## config.mk

```make
export PLATFORM = sky130hd
export DESIGN_NAME = mgmt_csr_port
export DESIGN_NICKNAME = d
export VERILOG_FILES = /design/src/logic/mgmt_port_pkg.sv /design/src/logic/mgmt_csr_port.sv
export SDC_FILE = /design/constraint.sdc
export NUM_CORES = 1
export LEC_CHECK = 0
export BUFFER_PORTS_ARGS = -buffer_cell sky130_fd_sc_hd__buf_2
export CAP_MARGIN = 0
export CORE_UTILIZATION = 49
export CTS_BUF_LIST = sky130_fd_sc_hd__clkbuf_2
export DETAILED_ROUTE_END_ITERATION = 10
export PLACE_DENSITY = 0.9
export SKIP_CTS_REPAIR_TIMING = 1
export SLEW_MARGIN = 10
export SYNTH_ARGS = -nofsm -noshare
export SYNTH_HDL_FRONTEND = slang
export SYNTH_SLANG_ARGS = --single-unit
```

## constraint.sdc

```tcl
create_clock -name clk -period 4.9 [get_ports clk]
set_clock_uncertainty 0.05 [all_clocks]
set_input_delay 0.98 -clock clk [delete_from_list [all_inputs] [get_ports clk]]
set_output_delay 0.98 -clock clk [all_outputs]
set_load 0.02 [all_outputs]
```

## src/logic/mgmt_port_pkg.sv

```systemverilog
package mgmt_port_pkg;
    // --------------------------------------------------------------
    // Geometry
    // --------------------------------------------------------------
    localparam int lane_count = 4;
    localparam int lane_bits = $clog2(lane_count);
    localparam int base_width_standard = 12;
    localparam int base_width_extended = 20;
    localparam int data_width = 32;

    // --------------------------------------------------------------
    // Soft CSR map (word index within soft space)
    // --------------------------------------------------------------
    localparam logic [3:0] csr_reset_ctrl = 4'h0;
    localparam logic [3:0] csr_loopback = 4'h1;
    localparam logic [3:0] csr_err_status = 4'h2;
    localparam logic [3:0] csr_err_enable = 4'h3;
    localparam logic [3:0] csr_reset_state = 4'h4;
    localparam int err_bits = lane_count + 5;

    // --------------------------------------------------------------
    // Reset sequencing and reconfiguration latency
    // --------------------------------------------------------------
    localparam logic [7:0] reset_hold_cycles = 8'h10;
    localparam logic [1:0] reconfig_latency = 2'h2;

    typedef enum logic [3:0] {
        st_idle = 4'b0001,
        st_hold = 4'b0010,
        st_wait_lock = 4'b0100,
        st_ready = 4'b1000
    } reset_state_type;
endpackage

```

## src/logic/mgmt_csr_port.sv

```systemverilog
// What this block does
// - Management bus and reconfiguration logic run on the management clock.
// - Clock-generation reset sequencer advances on the management clock only.
// - Global reset is active high, level sensitive, held while input high.
// - Global reset clears MAC, clock PLL and PHY logic together.
// - Address width is base width plus log2 of the lane count.
// - Address top bit one selects reconfiguration space, zero soft CSRs.
// - Wait-request asserted while a pending access cannot yet complete.
// - One serial transmit and receive bit per lane.
// - Error interrupt high while any enabled error status bit is set.
`timescale 1ns/1ps
module mgmt_csr_port #(
    parameter bit extended_variant = 1'b0,
    localparam int addr_width = (extended_variant ? mgmt_port_pkg::base_width_extended
        : mgmt_port_pkg::base_width_standard) + mgmt_port_pkg::lane_bits
) (
    // Clock and reset
    input wire logic clk,
    input wire logic rst,
    // Management bus
    input wire logic [addr_width-1:0] management_address,
    input wire logic [mgmt_port_pkg::data_width-1:0] management_write_bus,
    output logic [mgmt_port_pkg::data_width-1:0] management_read_bus,
    input wire logic management_write,
    input wire logic management_read,
    output logic management_wait,
    // Error events and interrupt
    input wire logic [mgmt_port_pkg::err_bits-1:0] error_events,
    output logic error_interrupt,
    // Clock generation, reset and loopback
    input wire logic pll_locked,
    output logic pll_reset,
    output logic mac_reset,
    output logic phy_reset,
    output logic [mgmt_port_pkg::lane_count-1:0] loopback_enable,
    // Reconfiguration space
    output logic reconfig_write,
    output logic reconfig_read,
    output logic [addr_width-2:0] reconfig_address,
    output logic [mgmt_port_pkg::data_width-1:0] reconfig_write_bus,
    input wire logic [mgmt_port_pkg::data_width-1:0] reconfig_read_bus,
    // Serial lanes
    input wire logic [mgmt_port_pkg::lane_count-1:0] rx_serial,
    output logic [mgmt_port_pkg::lane_count-1:0] tx_serial
);
    localparam int ew = mgmt_port_pkg::err_bits;

    // ------------------------------------------------------------
    // Pin synchronisers
    // ------------------------------------------------------------
    logic [2:0] lock_sync_q, lock_sync_d;
    logic lock_stable_q, lock_stable_d;

    // Lock pin through three flops, change on agreement
    always_comb begin
        lock_sync_d = {lock_sync_q[1:0], pll_locked};
        lock_stable_d = lock_stable_q;
        if (lock_sync_q[1] == lock_sync_q[2]) begin
            lock_stable_d = lock_sync_q[2];
        end
    end

    always_ff @(posedge clk or posedge rst) begin
        if (rst) begin
            lock_sync_q <= 3'h0;
            lock_stable_q <= 1'b0;
        end else begin
            lock_sync_q <= lock_sync_d;
            lock_stable_q <= lock_stable_d;
        end
    end

    // ------------------------------------------------------------
    // Reset sequencer
    // ------------------------------------------------------------
    mgmt_port_pkg::reset_state_type state_q, state_d;
    logic [7:0] hold_cnt_q, hold_cnt_d;
    logic soft_reset_q, soft_reset_d;

    // Sequence PLL then MAC and PHY out of reset
    always_comb begin
        state_d = state_q;
        hold_cnt_d = hold_cnt_q;
        unique case (state_q)
            mgmt_port_pkg::st_idle: begin
                hold_cnt_d = 8'h00;
                state_d = mgmt_port_pkg::st_hold;
            end
            mgmt_port_pkg::st_hold: begin
                hold_cnt_d = hold_cnt_q + 8'h01;
                if (hold_cnt_q == mgmt_port_pkg::reset_hold_cycles - 8'h01) begin
                    state_d = mgmt_port_pkg::st_wait_lock;
                end
            end
            mgmt_port_pkg::st_wait_lock: begin
                if (lock_stable_q) begin
                    state_d = mgmt_port_pkg::st_ready;
                end
            end
            mgmt_port_pkg::st_ready: begin
                if (!lock_stable_q) begin
                    state_d = mgmt_port_pkg::st_wait_lock;
                end
            end
        endcase
        if (soft_reset_q) begin
            state_d = mgmt_port_pkg::st_idle;
        end
    end

    always_ff @(posedge clk or posedge rst) begin
        if (rst) begin
            state_q <= mgmt_port_pkg::st_idle;
            hold_cnt_q <= 8'h00;
        end else begin
            state_q <= state_d;
            hold_cnt_q <= hold_cnt_d;
        end
    end

    // Whole core in reset while global reset high
    assign pll_reset = rst || state_q == mgmt_port_pkg::st_idle
        || state_q == mgmt_port_pkg::st_hold;
    assign mac_reset = rst || state_q != mgmt_port_pkg::st_ready;
    assign phy_reset = mac_reset;

    // ------------------------------------------------------------
    // Bus decode and soft CSRs
    // ------------------------------------------------------------
    logic [ew-1:0] err_status_q, err_status_d;
    logic [ew-1:0] err_enable_q, err_enable_d;
    logic [mgmt_port_pkg::lane_count-1:0] loop_q, loop_d;
    logic [mgmt_port_pkg::data_width-1:0] rdata_q, rdata_d;
    logic [1:0] busy_cnt_q, busy_cnt_d;
    logic pending_q, pending_d;
    logic irq_q, irq_d;
    logic sel_reconfig, req, soft_wr, soft_rd, reconf_done;
    logic [3:0] csr_index;

    assign sel_reconfig = management_address[addr_width-1];
    assign req = management_read || management_write;
    assign csr_index = management_address[3:0];
    assign soft_wr = management_write && !sel_reconfig;
    assign soft_rd = management_read && !sel_reconfig;
    assign reconf_done = pending_q && busy_cnt_q == mgmt_port_pkg::reconfig_latency;

    // Reconfiguration access passes straight through, held by host
    assign reconfig_write = management_write && sel_reconfig;
    assign reconfig_read = management_read && sel_reconfig;
    assign reconfig_address = management_address[addr_width-2:0];
    assign reconfig_write_bus = management_write_bus;

    // Soft accesses finish after one wait cycle, reconfig after fixed latency
    assign management_wait = req && (sel_reconfig ? !reconf_done : !pending_q);

    // Register update and read mux
    always_comb begin
        err_enable_d = err_enable_q;
        loop_d = loop_q;
        soft_reset_d = 1'b0;
        rdata_d = rdata_q;
        pending_d = req && management_wait;
        busy_cnt_d = (req && sel_reconfig && !reconf_done) ? busy_cnt_q + 2'h1 : 2'h0;
        err_status_d = err_status_q;
        if (soft_wr && pending_q) begin
            unique case (csr_index)
                mgmt_port_pkg::csr_reset_ctrl: soft_reset_d = management_write_bus[0];
                mgmt_port_pkg::csr_loopback:
                    loop_d = management_write_bus[mgmt_port_pkg::lane_count-1:0];
                mgmt_port_pkg::csr_err_status:
                    err_status_d = err_status_q & ~management_write_bus[ew-1:0];
                mgmt_port_pkg::csr_err_enable: err_enable_d = management_write_bus[ew-1:0];
                default: begin
                end
            endcase
        end
        // New events win over a write-one clear
        err_status_d = err_status_d | error_events;
        if (soft_rd && pending_q) begin
            rdata_d = '0;
            unique case (csr_index)
                mgmt_port_pkg::csr_loopback: rdata_d[mgmt_port_pkg::lane_count-1:0] = loop_q;
                mgmt_port_pkg::csr_err_status: rdata_d[ew-1:0] = err_status_q;
                mgmt_port_pkg::csr_err_enable: rdata_d[ew-1:0] = err_enable_q;
                mgmt_port_pkg::csr_reset_state: rdata_d[3:0] = state_q;
                default: rdata_d = '0;
            endcase
        end else if (management_read && reconf_done) begin
            rdata_d = reconfig_read_bus;
        end
        irq_d = |(err_status_d & err_enable_d);
    end

    always_ff @(posedge clk or posedge rst) begin
        if (rst) begin
            err_status_q <= '0;
            err_enable_q <= '0;
            loop_q <= '0;
            soft_reset_q <= 1'b0;
            rdata_q <= '0;
            busy_cnt_q <= 2'h0;
            pending_q <= 1'b0;
            irq_q <= 1'b0;
        end else begin
            err_status_q <= err_status_d;
            err_enable_q <= err_enable_d;
            loop_q <= loop_d;
            soft_reset_q <= soft_reset_d;
            rdata_q <= rdata_d;
            busy_cnt_q <= busy_cnt_d;
            pending_q <= pending_d;
            irq_q <= irq_d;
        end
    end

    assign management_read_bus = rdata_q;
    assign error_interrupt = irq_q;
    assign loopback_enable = loop_q;

    // ------------------------------------------------------------
    // Serial lanes
    // ------------------------------------------------------------
    logic [mgmt_port_pkg::lane_count-1:0] rx_s0_q, rx_s1_q, rx_s2_q, rx_stable_q;
    logic [mgmt_port_pkg::lane_count-1:0] rx_s0_d, rx_s1_d, rx_s2_d, rx_stable_d;
    logic [mgmt_port_pkg::lane_count-1:0] tx_q, tx_d;

    // Receive pins through three flops, a bit moves once the last two agree
    // Loopback lanes return the settled bit, other lanes and all lanes in reset idle low
    always_comb begin
        rx_s0_d = rx_serial;
        rx_s1_d = rx_s0_q;
        rx_s2_d = rx_s1_q;
        rx_stable_d = (rx_s1_q & rx_s2_q) | (rx_stable_q & (rx_s1_q | rx_s2_q));
        tx_d = mac_reset ? '0 : (rx_stable_q & loop_q);
    end

    always_ff @(posedge clk or posedge rst) begin
        if (rst) begin
            rx_s0_q <= '0;
            rx_s1_q <= '0;
            rx_s2_q <= '0;
            rx_stable_q <= '0;
            tx_q <= '0;
        end else begin
            rx_s0_q <= rx_s0_d;
            rx_s1_q <= rx_s1_d;
            rx_s2_q <= rx_s2_d;
            rx_stable_q <= rx_stable_d;
            tx_q <= tx_d;
        end
    end

    assign tx_serial = tx_q;
endmodule

```

==> impl_summary.log, run 1 <==
INFO  metric num-nets-final = 575
INFO  metric cpLargestDelayFamily = buffers and inverters
INFO  metric worst-setup-path-type = in2out
INFO  metric hold_path_class = in2async
INFO  metric grt_first_pass_wirelength = 13.35 mm
INFO  metric ys_ff_latch = 95
INFO  metric global_route.usage.total = 19.25%
INFO  metric async_flop_share = 100.0%
INFO  metric worst_r2r_end = management_read_bus[6]$_DFFE_PP0P_
INFO  metric synth_most_common_cell = dfrtp_1
INFO  metric post_synth.cell_area_avg = 10.52 sq um
INFO  metric number_of_h_tree_branching_levels = 3
INFO  metric r2r_start = busy_cnt_q[0]$_DFF_PP0_
INFO  metric irDropWorstVdd = 0.0001946 V
INFO  metric netlist_instances = 406
INFO  metric netlist_top_cells_area = dfrtp_1 (55%), buf_4 (8.1%), nand2_1 (5.4%)
INFO  metric worstPathCellList = buf_2, inv_4, and3_1, inv_1, buf_2
INFO  metric place.port_buffers = 123
INFO  metric synth-compound-area-share = 12.56%
INFO  metric synthDominantCellAreaShare = 55.05%
INFO  metric seq_area_frac_synth = 55.67%
INFO  metric detailedRoute.firstIterationViolations = 136
INFO  metric dp_cells = 571
INFO  metric synth_mux_area_share = 3.602%
INFO  metric finish.instance_area = 4758 sq um
INFO  metric die_area = 9097 sq um
INFO  metric initial_utilization = 51.23%
INFO  metric synthesized_area_fraction_occupied_by_xor_and_xnor_cells = 1.230%
INFO  metric rsz0062_at_grt = false
INFO  metric period_needed = 2.957 ns
INFO  metric tritoncts_num_sinks = 95
INFO  metric n_antenna_cell = 0
INFO  metric netlist_area = 4273 sq um
INFO  metric arrival = 1.93 ns
INFO  metric simple_gate_share_of_the_synthesized_area = 14.29%
INFO  metric reg2reg_slack = 2.78 ns
INFO  metric core_region_area = 8341 sq um
INFO  metric grt_antenna_before_repair = 0
INFO  metric slew_headroom = 37.08%
INFO  metric vias_per_cell = 5.303
INFO  metric synth_cell_type_count = 46
INFO  metric placementRows = 33
INFO  metric final_cell_count_no_fill = 587
INFO  metric grt_start_max_net_pins = 69
INFO  metric critPathRequiredTime = 3.87 ns
INFO  metric place_congestion = 0.8210
INFO  metric cpMostUsedCell = buf_2
INFO  metric seq_area = 2379 sq um
INFO  metric hpwl = 6.542 mm
INFO  metric yosys_most_used_dff = dfrtp_1
INFO  metric critPathLaunchType = input port
INFO  metric adder_cell_area_share_of_the_yosys_netlist = 1.757%
INFO  metric crit_path_max_incr_delay = 0.30 ns
INFO  metric timing.critical_path.to_type = output pin
INFO  metric number_of_flops_mapped_to_enable_cells_by_yosys = 0
INFO  metric timing.fmax = 338.2 MHz
INFO  metric multiInputGateArea = 1431 sq um
INFO  metric yosysWarningCount = 0
INFO  metric clkSlewWorstSetupHoldPaths = 0.26 ns
INFO  metric total_power = 1.918 mW
INFO  metric synth_commonest_cells = dfrtp_1 (94), nand2_1 (62), buf_4 (46), o21ai_0 (35), nor2_1 (22)
INFO  metric drt_first_pass_iters = 6
INFO  metric synthToLayoutAreaGrowth = 11.36%
INFO  metric outcome = complete, no violations
INFO  metric post-route-drc-count = 0
INFO  metric buffer_and_inverter_count_on_the_worst_path = 4
INFO  metric grt-ovfl-total = 0
INFO  metric fillCellCount = 711
INFO  metric worstRegToRegCells = 7
INFO  metric p_leak = 2.393 nW
INFO  metric report.final.hold_viol_count = 0
INFO  metric synth_top_family_by_area = simple AND/OR/NAND/NOR gates
INFO  metric drv_cap = 0
INFO  metric vias = 3,113
INFO  metric worst_skew_pair.late_latency = 0.54 ns
INFO  metric post-synth-top-area-cell = dfrtp_1
INFO  metric syn_nets = 504
INFO  metric setup_tns = 0 ns
INFO  metric numCtsBuffers = 9
INFO  metric layout-drive-gt1-share = 33.61%
INFO  metric detail_route.wirelength = 8.839 mm
INFO  metric dieWidth = 95.38 um
INFO  metric report.final.slew_viol_count = 0
INFO  metric wire_per_inst = 15.06 um
INFO  metric placement.cell_area = 4616 sq um
INFO  metric io-pin-count = 188
INFO  metric post-route-period-util = 60.34%
INFO  metric ant_nets = 0
INFO  metric cts_buffer_depth = 2
INFO  metric tritoncts = yes
INFO  metric crit_path_max_fanout = 30
INFO  metric grt_pass1_vias = 2,854
INFO  metric cts_root_buffer = clkbuf_2
INFO  metric final-setup-viol-count = 0
INFO  metric dieHeight = 95.38 um
INFO  metric power_density_cells = 403.0 nW/um^2
INFO  metric worst_slew_pin_slew = 0.9405 ns
INFO  metric critical_path_slowest_stage_cell = and3_1
==> worst max path at each step <==
stage | slack [ns] | endpoint | from | cells past startpoint
final | 1.94 | phy_reset | rst | 5
after global routing | 1.83 | phy_reset | rst | 5
after CTS | 1.92 | phy_reset | rst | 5
after detailed placement | 1.92 | phy_reset | rst | 5
after global placement | 1.98 | mac_reset | rst | 5
after floorplan | 0.14 | phy_reset | rst | 4
==> cells in the final DEF (no fill, tap or decap), drive strengths merged, types with 2 or more instances in the layout <==
cell and count:
buf 126, dfrtp 94, nand2 62, o21ai 39, nor2 22, mux2 13
clkbuf 9, inv 9, and3 8, a21o 7, a22oi 6, and2 6
a22o 5, nand3 5, maj3 5, a31oi 5, a222oi 5, a311oi 5
xor2 4, nor3 4, a2bb2oi 4, clkinv 4, nand3b 3, nor4 3
a21oi 3, or2 3, xnor2 2, a32oi 2, nor2b 2, nand2b 2
ha 2, bufinv 2, nor4b 2
==> layer usage <==
layer	GRT usage (%)	up-vias	part of all wire (%)	wire length, um
met2	30.65	135	47	4145
met5	0	-	0	0
met4	7.338	0	1.6	145
met1	25.07	1466	44	3911
li1	-	1490	-	-
met3	5.343	22	7.2	637
==> logic make-up (layout without fill, tap and decap cells) <==
family                     after synthesis  in the layout
and+or+nand+nor                        128            128
DFF                                     95             95
AOI/OAI and AO/OA                       82             82
buffers and inverters                   75            151
muxes                                   13             13
adders and majority gates                7              7
xor gates and xnor gates                 6              6
==> stage by stage <==
stage                     utilization, %  hold slack, ns  setup slack, ns
after floorplan                        -          0.2812           0.1431
after global placement             55.34          0.2840            1.977
final                              57.05          0.3263            1.943
after detailed placement           55.34          0.2855            1.921
after global routing               57.05          0.3102            1.829
after CTS                          57.05          0.3095            1.917
==> layout make-up <==
class                           instances  area share, %
Sequential cell                        95          49.99
Clock inverter                          7          2.051
Multi-Input combinational cell        236          30.08
Timing Repair Buffer                  126          13.41
Inverter                                9         0.7626
Tap cell                              105          2.761
Clock buffer                            9         0.9466
==> power by group <==
part	total, mW	leakage [nW]	switching (mW)	internal, mW
clock network	0.431	0.0797	0.261	0.170
logic	0.496	1.15	0.309	0.188
registers	0.990	1.16	0.0874	0.903
==> registers in the layout (all words and copies together), names as in the netlist, 4 cells and up <==
register and count:
state_q 4, loopback_enable 4, err_enable_q 9, rx_s2_q 4, management_read_bus 32, tx_serial 4
rx_stable_q 4, hold_cnt_q 8, rx_s1_q 4, rx_s0_q 4, err_status_q 9
Power figures use the tool's default switching activity.
==> run 2, diff against run 1 <==
--- a/config.mk
+++ b/config.mk
@@ -5,6 +5,7 @@
 export SDC_FILE = /design/constraint.sdc
 export NUM_CORES = 1
 export LEC_CHECK = 0
+export ABC_AREA = 1
 export BUFFER_PORTS_ARGS = -buffer_cell sky130_fd_sc_hd__buf_2
 export CAP_MARGIN = 0
 export CORE_UTILIZATION = 49
==> constraint.sdc (replaced) <==
create_clock -name clk -period 2.9 [get_ports clk]
set_clock_uncertainty 0.05 [all_clocks]
set_input_delay 0.58 -clock clk [delete_from_list [all_inputs] [get_ports clk]]
set_output_delay 0.58 -clock clk [all_outputs]
set_load 0.02 [all_outputs]
==> run 2 against run 1 <==
  * Global-route usage is 2.8 points higher
  * Hold slack lost 0.24 ns
  * Sequential cell count did not move
  * Final cell count rose by 20%
  * Final area increased by 3.3%
  * Total power grew 62%
  * Register-to-register slack got worse by 1.7 ns
  * Routed wire length increased by 14%
  * Critical path type is now reg2out
==> impl_summary.log, run 2 <==
INFO  metric outcome = complete, no violations
INFO  metric place_congestion = 0.8673 (+5.6%)
INFO  metric report.final.slew_viol_count = 0 (unchanged)
INFO  metric worst_r2r_end = management_read_bus[6]$_DFFE_PP0P_
INFO  metric ys_ff_latch = 95 (unchanged)
INFO  metric report.final.hold_viol_count = 0 (unchanged)
INFO  metric async_flop_share = 100.0% (unchanged)
INFO  metric dieHeight = 96.31 um (+0.97%)
INFO  metric n_antenna_cell = 0 (unchanged)
INFO  metric number_of_flops_mapped_to_enable_cells_by_yosys = 0 (unchanged)
INFO  metric post-route-drc-count = 0 (unchanged)
INFO  metric multiInputGateArea = 1404 sq um (-1.9%)
INFO  metric p_leak = 2.688 nW (+12%)
INFO  metric fillCellCount = 779 (+9.6%)
INFO  metric drv_cap = 0 (unchanged)
INFO  metric detail_route.wirelength = 10.10 mm (+14%)
INFO  metric r2r_start = busy_cnt_q[1]$_DFF_PP0_
INFO  metric vias_per_cell = 5.168 (-2.6%)
INFO  metric reg2reg_slack = 1.03 ns (-1.75 ns)
INFO  metric critPathLaunchType = flip-flop
INFO  metric detailedRoute.firstIterationViolations = 204 (+50%)
INFO  metric postLayoutCoreUtil = 56.65% (-0.40 points)
INFO  metric num-nets-final = 689 (+20%)
INFO  metric grt_first_pass_wirelength = 15.44 mm (+16%)
INFO  metric worst-setup-path-type = reg2out
INFO  metric whs = 0.09069 ns (-0.2356 ns)
INFO  metric yosysWarningCount = 0 (unchanged)
INFO  metric yosys_most_used_dff = dfrtp_1
INFO  metric drt_first_pass_iters = 5 (-1)
INFO  metric power_density_cells = 630.0 nW/um^2 (+56%)
INFO  metric dieWidth = 96.31 um (+0.97%)
INFO  metric post_synth.cell_area_avg = 8.647 sq um (-18%)
INFO  metric critPathRequiredTime = 2.27 ns (-1.60 ns)
INFO  metric critPathCapture = pll_reset
INFO  metric arrival = 1.93 ns (about the same)
INFO  metric synth_commonest_cells = nand2_1 (159), dfrtp_1 (94), buf_4 (46), inv_1 (42), nand3_1 (36)
INFO  metric grt-ovfl-total = 0 (unchanged)
INFO  metric largest_register_ffs = 32 (unchanged)
INFO  metric core_region_area = 8678 sq um (+4.1%)
INFO  metric seq_area_frac_synth = 54.58% (-1.1 points)
INFO  metric grt_start_max_net_pins = 59 (-14%)
INFO  metric hpwl = 7.466 mm (+14%)
INFO  metric io-pin-count = 188 (unchanged)
INFO  metric worstRegToRegCells = 8 (+1)
INFO  metric clkSlewWorstSetupHoldPaths = 0.28 ns (+0.02 ns)
INFO  metric hold_path_class = in2async
INFO  metric worst_skew_pair.late_latency = 0.58 ns (+0.04 ns)
INFO  metric initial_utilization = 50.22% (-1.0 points)
INFO  metric numCtsBuffers = 9 (unchanged)
INFO  metric number_of_h_tree_branching_levels = 3 (unchanged)
INFO  metric post-route-period-util = 88.39%
INFO  metric global_route.usage.total = 22.04% (+2.8 points)
INFO  metric cts_buffer_depth = 2 (unchanged)
INFO  metric slew_headroom = 52.69% (+16 points)
INFO  metric highest_count_cells_in_the_layout_ignoring_fill_and_taps = nand2_1 (159), buf_2 (123), dfrtp_1 (94), inv_1 (41), nand3_1 (36)
INFO  metric netlist_area = 4358 sq um (+2.0%)
INFO  metric rsz0062_at_grt = false
INFO  metric netlist_instances = 504 (+24%)
INFO  metric syn_nets = 602 (+19%)
INFO  metric timing.fmax = 390.1 MHz
INFO  metric final_common_cell = nand2_1
INFO  metric crit_path_max_fanout = 7 (-77%)
INFO  metric worst_slew_pin_slew = 0.7096 ns (-0.2308 ns)
INFO  metric cts_root_buffer = clkbuf_2
INFO  metric final-setup-viol-count = 0 (unchanged)
INFO  metric tritoncts = yes
INFO  metric timing.final.ws_setup = 0.3366 ns (-1.607 ns)
INFO  metric layout-drive-gt1-share = 27.35% (-6.3 points)
INFO  metric critPathLaunch = state_q[0]$_DFFE_PP1P_
INFO  metric ant_nets = 0 (unchanged)
INFO  metric period_needed = 2.563 ns
INFO  metric synthDominantCellAreaShare = 53.98% (-1.1 points)
INFO  metric placementRows = 34 (+3.0%)
INFO  metric timing.critical_path.to_type = output pin
INFO  metric wire_per_inst = 14.35 um (-4.7%)
INFO  metric place.port_buffers = 123 (unchanged)
INFO  metric irDropWorstVdd = 0.0002464 V (+27%)
INFO  metric place_ws = 0.8822 ns (-1.039 ns)
INFO  metric netlist_top_cells_area = dfrtp_1 (54%), nand2_1 (14%), buf_4 (7.9%)
INFO  metric tritoncts_num_sinks = 95 (unchanged)
INFO  metric grt_pass1_vias = 3,343 (+17%)
INFO  metric seq_area = 2379 sq um (unchanged)
INFO  metric post-synth-top-area-cell = dfrtp_1
INFO  metric vias = 3,638 (+17%)
INFO  metric synth_cell_type_count = 30 (-35%)
INFO  metric synthToLayoutAreaGrowth = 12.80%
INFO  metric grt_antenna_before_repair = 0 (unchanged)
INFO  metric die_area = 9275 sq um (+1.9%)
INFO  metric synth_most_common_cell = nand2_1
## run 2: cell types whose count changed in the layout (fill, tap and decap cells not counted), moves of 7 or more
cell / change
a21o_1: -7
nand3_1: +31
inv_1: +33
nor2_1: +8
o21ai_1: +7
a21oi_1: +13
nand2_1: +98
o21ai_0: -20
mux2_2: -11
and3_1: -8
## run 2: final cells by class
class / count / area share (%)
Clock buffer: 9 / 0.9163
Clock inverter: 7 / 1.502
Inverter: 48 / 3.741
Multi-Input combinational cell: 305 / 28.56
Sequential cell: 95 / 48.38
Tap cell: 108 / 2.749
Timing Repair Buffer: 132 / 14.15
## run 2: worst min-delay path by stage
stage | from | endpoint | slack, ns | cells after the start
after floorplan | lock_sync_q[0]$_DFF_PP0_ | lock_sync_q[1]$_DFF_PP0_ | 0.28 | 0
after global placement | rx_s0_q[3]$_DFF_PP0_ | rx_s1_q[3]$_DFF_PP0_ | 0.28 | 0
after detailed placement | rx_s0_q[2]$_DFF_PP0_ | rx_s1_q[2]$_DFF_PP0_ | 0.30 | 0
after CTS | rx_serial[2] | rx_s0_q[2]$_DFF_PP0_ | -0.002 | 1
after global routing | rst | management_read_bus[30]$_DFFE_PP0P_ | 0.09 | 3
final | rst | busy_cnt_q[1]$_DFF_PP0_ | 0.09 | 3
## run 2: cell families after synthesis
kind of cell	share of synthesized area, %
simple gates	24.63
buf+inv	13.21
compound gates	5.857
fa+ha+maj	1.723
flops	54.58
## run 2: per-layer routing
layer / vias to the layer above / share of wire (%) / global-route usage, %
met5: - / 0 / 0
met4: 0 / 2.3 / 9.559
met3: 26 / 5.8 / 4.581
met2: 132 / 50 / 35.76
met1: 1752 / 42 / 28.62
li1: 1728 / - / -
## run 2: metrics by stage
stage          instances  area [sq um]  power [mW]  setup TNS (ns)
3_3_place_gp         683          4747       2.411               0
2_1_floorplan        504          4365       2.249          -1.043
3_5_place_dp         683          4747       2.462               0
4_1_cts              699          4866       3.100               0
6_report             704          4916       3.097               0
5_1_grt              704          4916       3.282               0
## run 2: power breakdown
part           internal [mW]  switching [mW]
combinational          0.281           0.523
clock                  0.145           0.507
sequential              1.51           0.131
## run 2: worst max-delay path, stage by stage, from the launching register on
cell,delay (ns)
dfstp_2,0.61
inv_1,0.05
nand3_1,0.17
nand2_1,0.19
inv_1,0.14
nand2_1,0.06
buf_2,0.16
==> run 3, diff against run 2 <==
--- a/config.mk
+++ b/config.mk
@@ -11,6 +11,7 @@
 export CORE_UTILIZATION = 49
 export CTS_BUF_LIST = sky130_fd_sc_hd__clkbuf_2
 export DETAILED_ROUTE_END_ITERATION = 10
+export HOLD_SLACK_MARGIN = 0.12
 export PLACE_DENSITY = 0.9
 export SKIP_CTS_REPAIR_TIMING = 1
 export SLEW_MARGIN = 10
==> run 3 against run 2 <==
  * Non-clock buffer count increased by 10
  * Critical endpoint unchanged
  * Combinational power increased by 1%
  * Register-to-register slack about the same
==> impl_summary.log, run 3 (synthesis gave the netlist of run 2 again) <==
INFO  metric outcome = complete, no violations
INFO  metric vias = 3,663 (+0.69%)
INFO  metric path_depth = 6 (unchanged)
INFO  metric report.final.slew_viol_count = 0 (unchanged)
INFO  metric initial_utilization = 50.22% (unchanged)
INFO  metric detail_route.wirelength = 10.14 mm (+0.39%)
INFO  metric crit_path_max_incr_delay = 0.61 ns (about the same)
INFO  metric tritoncts = yes
INFO  metric cts_buffer_depth = 2 (unchanged)
INFO  metric whs = 0.1584 ns (+0.06772 ns)
INFO  metric rsz0062_at_grt = false
INFO  metric power_density_cells = 617.2 nW/um^2 (-2.0%)
INFO  metric place_ws = 0.8822 ns (unchanged)
INFO  metric vias_per_cell = 5.130 (-0.72%)
INFO  metric drt_first_pass_iters = 4 (-1)
INFO  metric placement.cell_area = 4747 sq um (unchanged)
INFO  metric slew_headroom = 52.50% (-0.19 points)
INFO  metric number_of_h_tree_branching_levels = 3 (unchanged)
INFO  metric report.final.hold_viol_count = 0 (unchanged)
INFO  metric worst_r2r_end = management_read_bus[16]$_DFFE_PP0P_
INFO  metric die_area = 9275 sq um (unchanged)
INFO  metric dieWidth = 96.31 um (unchanged)
INFO  metric placementRows = 34 (unchanged)
INFO  metric largest_register_ffs = 32 (unchanged)
INFO  metric postLayoutCoreUtil = 57.80% (+1.2 points)
INFO  metric cell_int_power = 1.945 mW (+0.46%)
INFO  metric dieHeight = 96.31 um (unchanged)
INFO  metric power.share.combinational = 26.4% (+0.5 points)
INFO  metric grt_start_max_net_pins = 59 (unchanged)
INFO  metric grt_first_pass_wirelength = 15.44 mm (unchanged)
INFO  metric arrival = 1.91 ns (-0.02 ns)
INFO  metric num-nets-final = 699 (+1.5%)
INFO  metric grt_pass1_vias = 3,343 (unchanged)
INFO  metric detailedRoute.firstIterationViolations = 206 (+0.98%)
INFO  metric io-pin-count = 188 (unchanged)
INFO  metric post-route-period-util = 87.44% (-0.96 points)
INFO  metric grt-ovfl-total = 0 (unchanged)
INFO  metric clkSlewWorstSetupHoldPaths = 0.28 ns (about the same)
INFO  metric critPathLaunchType = flip-flop
INFO  metric global_route.usage.total = 22.04% (unchanged)
INFO  metric cpLargestDelayFamily = flip-flops
INFO  metric final_common_cell = nand2_1
INFO  metric final-setup-viol-count = 0 (unchanged)
INFO  metric critPathLaunch = state_q[0]$_DFFE_PP1P_
INFO  metric seq_power_share = 53.0% (about the same)
INFO  metric r2r_start = busy_cnt_q[1]$_DFF_PP0_
INFO  metric worstPathCellList = inv_1, nand3_1, nand2_1, inv_1, nand2_1, buf_2
INFO  metric layout-drive-gt1-share = 26.90% (-0.45 points)
INFO  metric highest_count_cells_in_the_layout_ignoring_fill_and_taps = nand2_1 (159), buf_2 (123), dfrtp_1 (94), inv_1 (41), nand3_1 (36)
INFO  metric p_leak = 2.729 nW (+1.6%)
INFO  metric worst_skew_pair.late_latency = 0.56 ns (-0.02 ns)
INFO  metric netSwitchingFraction = 37.17% (-0.31 points)
INFO  metric worst-setup-path-type = reg2out
INFO  metric tritoncts_num_sinks = 95 (unchanged)
INFO  metric worst_slew_pin_slew = 0.7125 ns (+0.002859 ns)
INFO  metric reg2reg_slack = 1.03 ns (about the same)
INFO  metric place.port_buffers = 123 (unchanged)
INFO  metric critPathRequiredTime = 2.27 ns (about the same)
INFO  metric worstRegToRegCells = 8 (unchanged)
INFO  metric synthToLayoutAreaGrowth = 15.10%
INFO  metric crit_path_max_fanout = 7 (unchanged)
INFO  metric share_clk_of_total_power = 20.6% (-0.4 points)
INFO  metric hpwl = 7.466 mm (unchanged)
INFO  metric wire_per_inst = 14.20 um (-1.0%)
INFO  metric ant_nets = 0 (unchanged)
INFO  metric timing.critical_path.to_type = output pin
INFO  metric cts_root_buffer = clkbuf_2
INFO  metric grt_antenna_before_repair = 0 (unchanged)
INFO  metric buffer_and_inverter_count_on_the_worst_path = 3 (unchanged)
INFO  metric final_cell_count_no_fill = 714 (+1.4%)
INFO  metric dp_cells = 683 (unchanged)
INFO  metric hold_path_class = in2reg
INFO  metric place_congestion = 0.8673 (unchanged)
INFO  metric period_needed = 2.536 ns (-0.02780 ns)
INFO  metric irDropWorstVdd = 0.0002471 V (+0.28%)
INFO  metric numCtsBuffers = 9 (unchanged)
INFO  metric critPathCapture = pll_reset
INFO  metric timing.final.ws_setup = 0.3644 ns (+0.02780 ns)
INFO  metric critical_path_slowest_stage_cell = dfstp_2
INFO  metric finish.instance_area = 5016 sq um (+2.0%)
INFO  metric n_antenna_cell = 0 (unchanged)
INFO  metric core_region_area = 8678 sq um (unchanged)
INFO  metric power_switching = 1.151 mW (-0.84%)
INFO  metric drv_cap = 0 (unchanged)
INFO  metric timing.fmax = 394.4 MHz (+1.1%)
INFO  metric post-route-drc-count = 0 (unchanged)
[run 3: cell types whose count changed in the layout (fill, tap and decap cells not counted)]
| cell | change |
|---|---|
| dlygate4sd3_1 | +10 |
[run 3: area by class of cell]
class                      instances  area (sq um)
tap                              108         135.1
timing repair buffer             142         795.8
sequential                        95          2379
fill                             764          3662
clock buffer                       9         45.04
multi-input combinational        305          1404
clock inverter                     7         73.82
inverter                          48         183.9
[run 3: power groups by stage]
stage | Combinational (mW) | Clock, mW | Sequential, mW
after floorplan | 0.506 | 0 | 1.74
after global placement | 0.760 | 0 | 1.65
after detailed placement | 0.800 | 0 | 1.66
after CTS | 0.801 | 0.660 | 1.64
after global routing | 0.913 | 0.710 | 1.67
final | 0.816 | 0.638 | 1.64
[run 3: worst register-to-register path: stages (launching register included)]
cell and delay [ns]:
dfrtp_1 0.43, ha_1 0.18, nand2_1 0.09, nor2_2 0.04, buf_4 0.21, nor2_2 0.28, buf_4 0.34, nand2_1 0.12
nand2_1 0.09
[run 3: worst min path at each step]
stage                                         from                                   to  slack (ns)  depth (start not counted)
after floorplan           lock_sync_q[0]$_DFF_PP0_             lock_sync_q[1]$_DFF_PP0_        0.28                          0
final                              error_events[3]            err_status_q[3]$_DFF_PP0_        0.16                          3
after CTS                             rx_serial[2]                 rx_s0_q[2]$_DFF_PP0_      -0.002                          1
after global placement        rx_s0_q[3]$_DFF_PP0_                 rx_s1_q[3]$_DFF_PP0_        0.28                          0
after global routing         reconfig_read_bus[19]  management_read_bus[19]$_DFFE_PP0P_        0.13                          3
after detailed placement      rx_s0_q[2]$_DFF_PP0_                 rx_s1_q[2]$_DFF_PP0_        0.30                          0
[run 3: metrics by stage]
step | power (mW) | setup TNS (ns)
after floorplan | 2.249 | -1.043
after global placement | 2.411 | 0
after detailed placement | 2.462 | 0
after CTS | 3.100 | 0
after global routing | 3.290 | 0
final | 3.096 | 0
[run 3: routing by layer]
layer,vias up,track usage [%],wire [um]
li1,1747,-,-
met1,1759,28.62,4139
met2,130,35.76,5248
met3,27,4.581,542
met4,0,9.559,210
met5,-,0,0
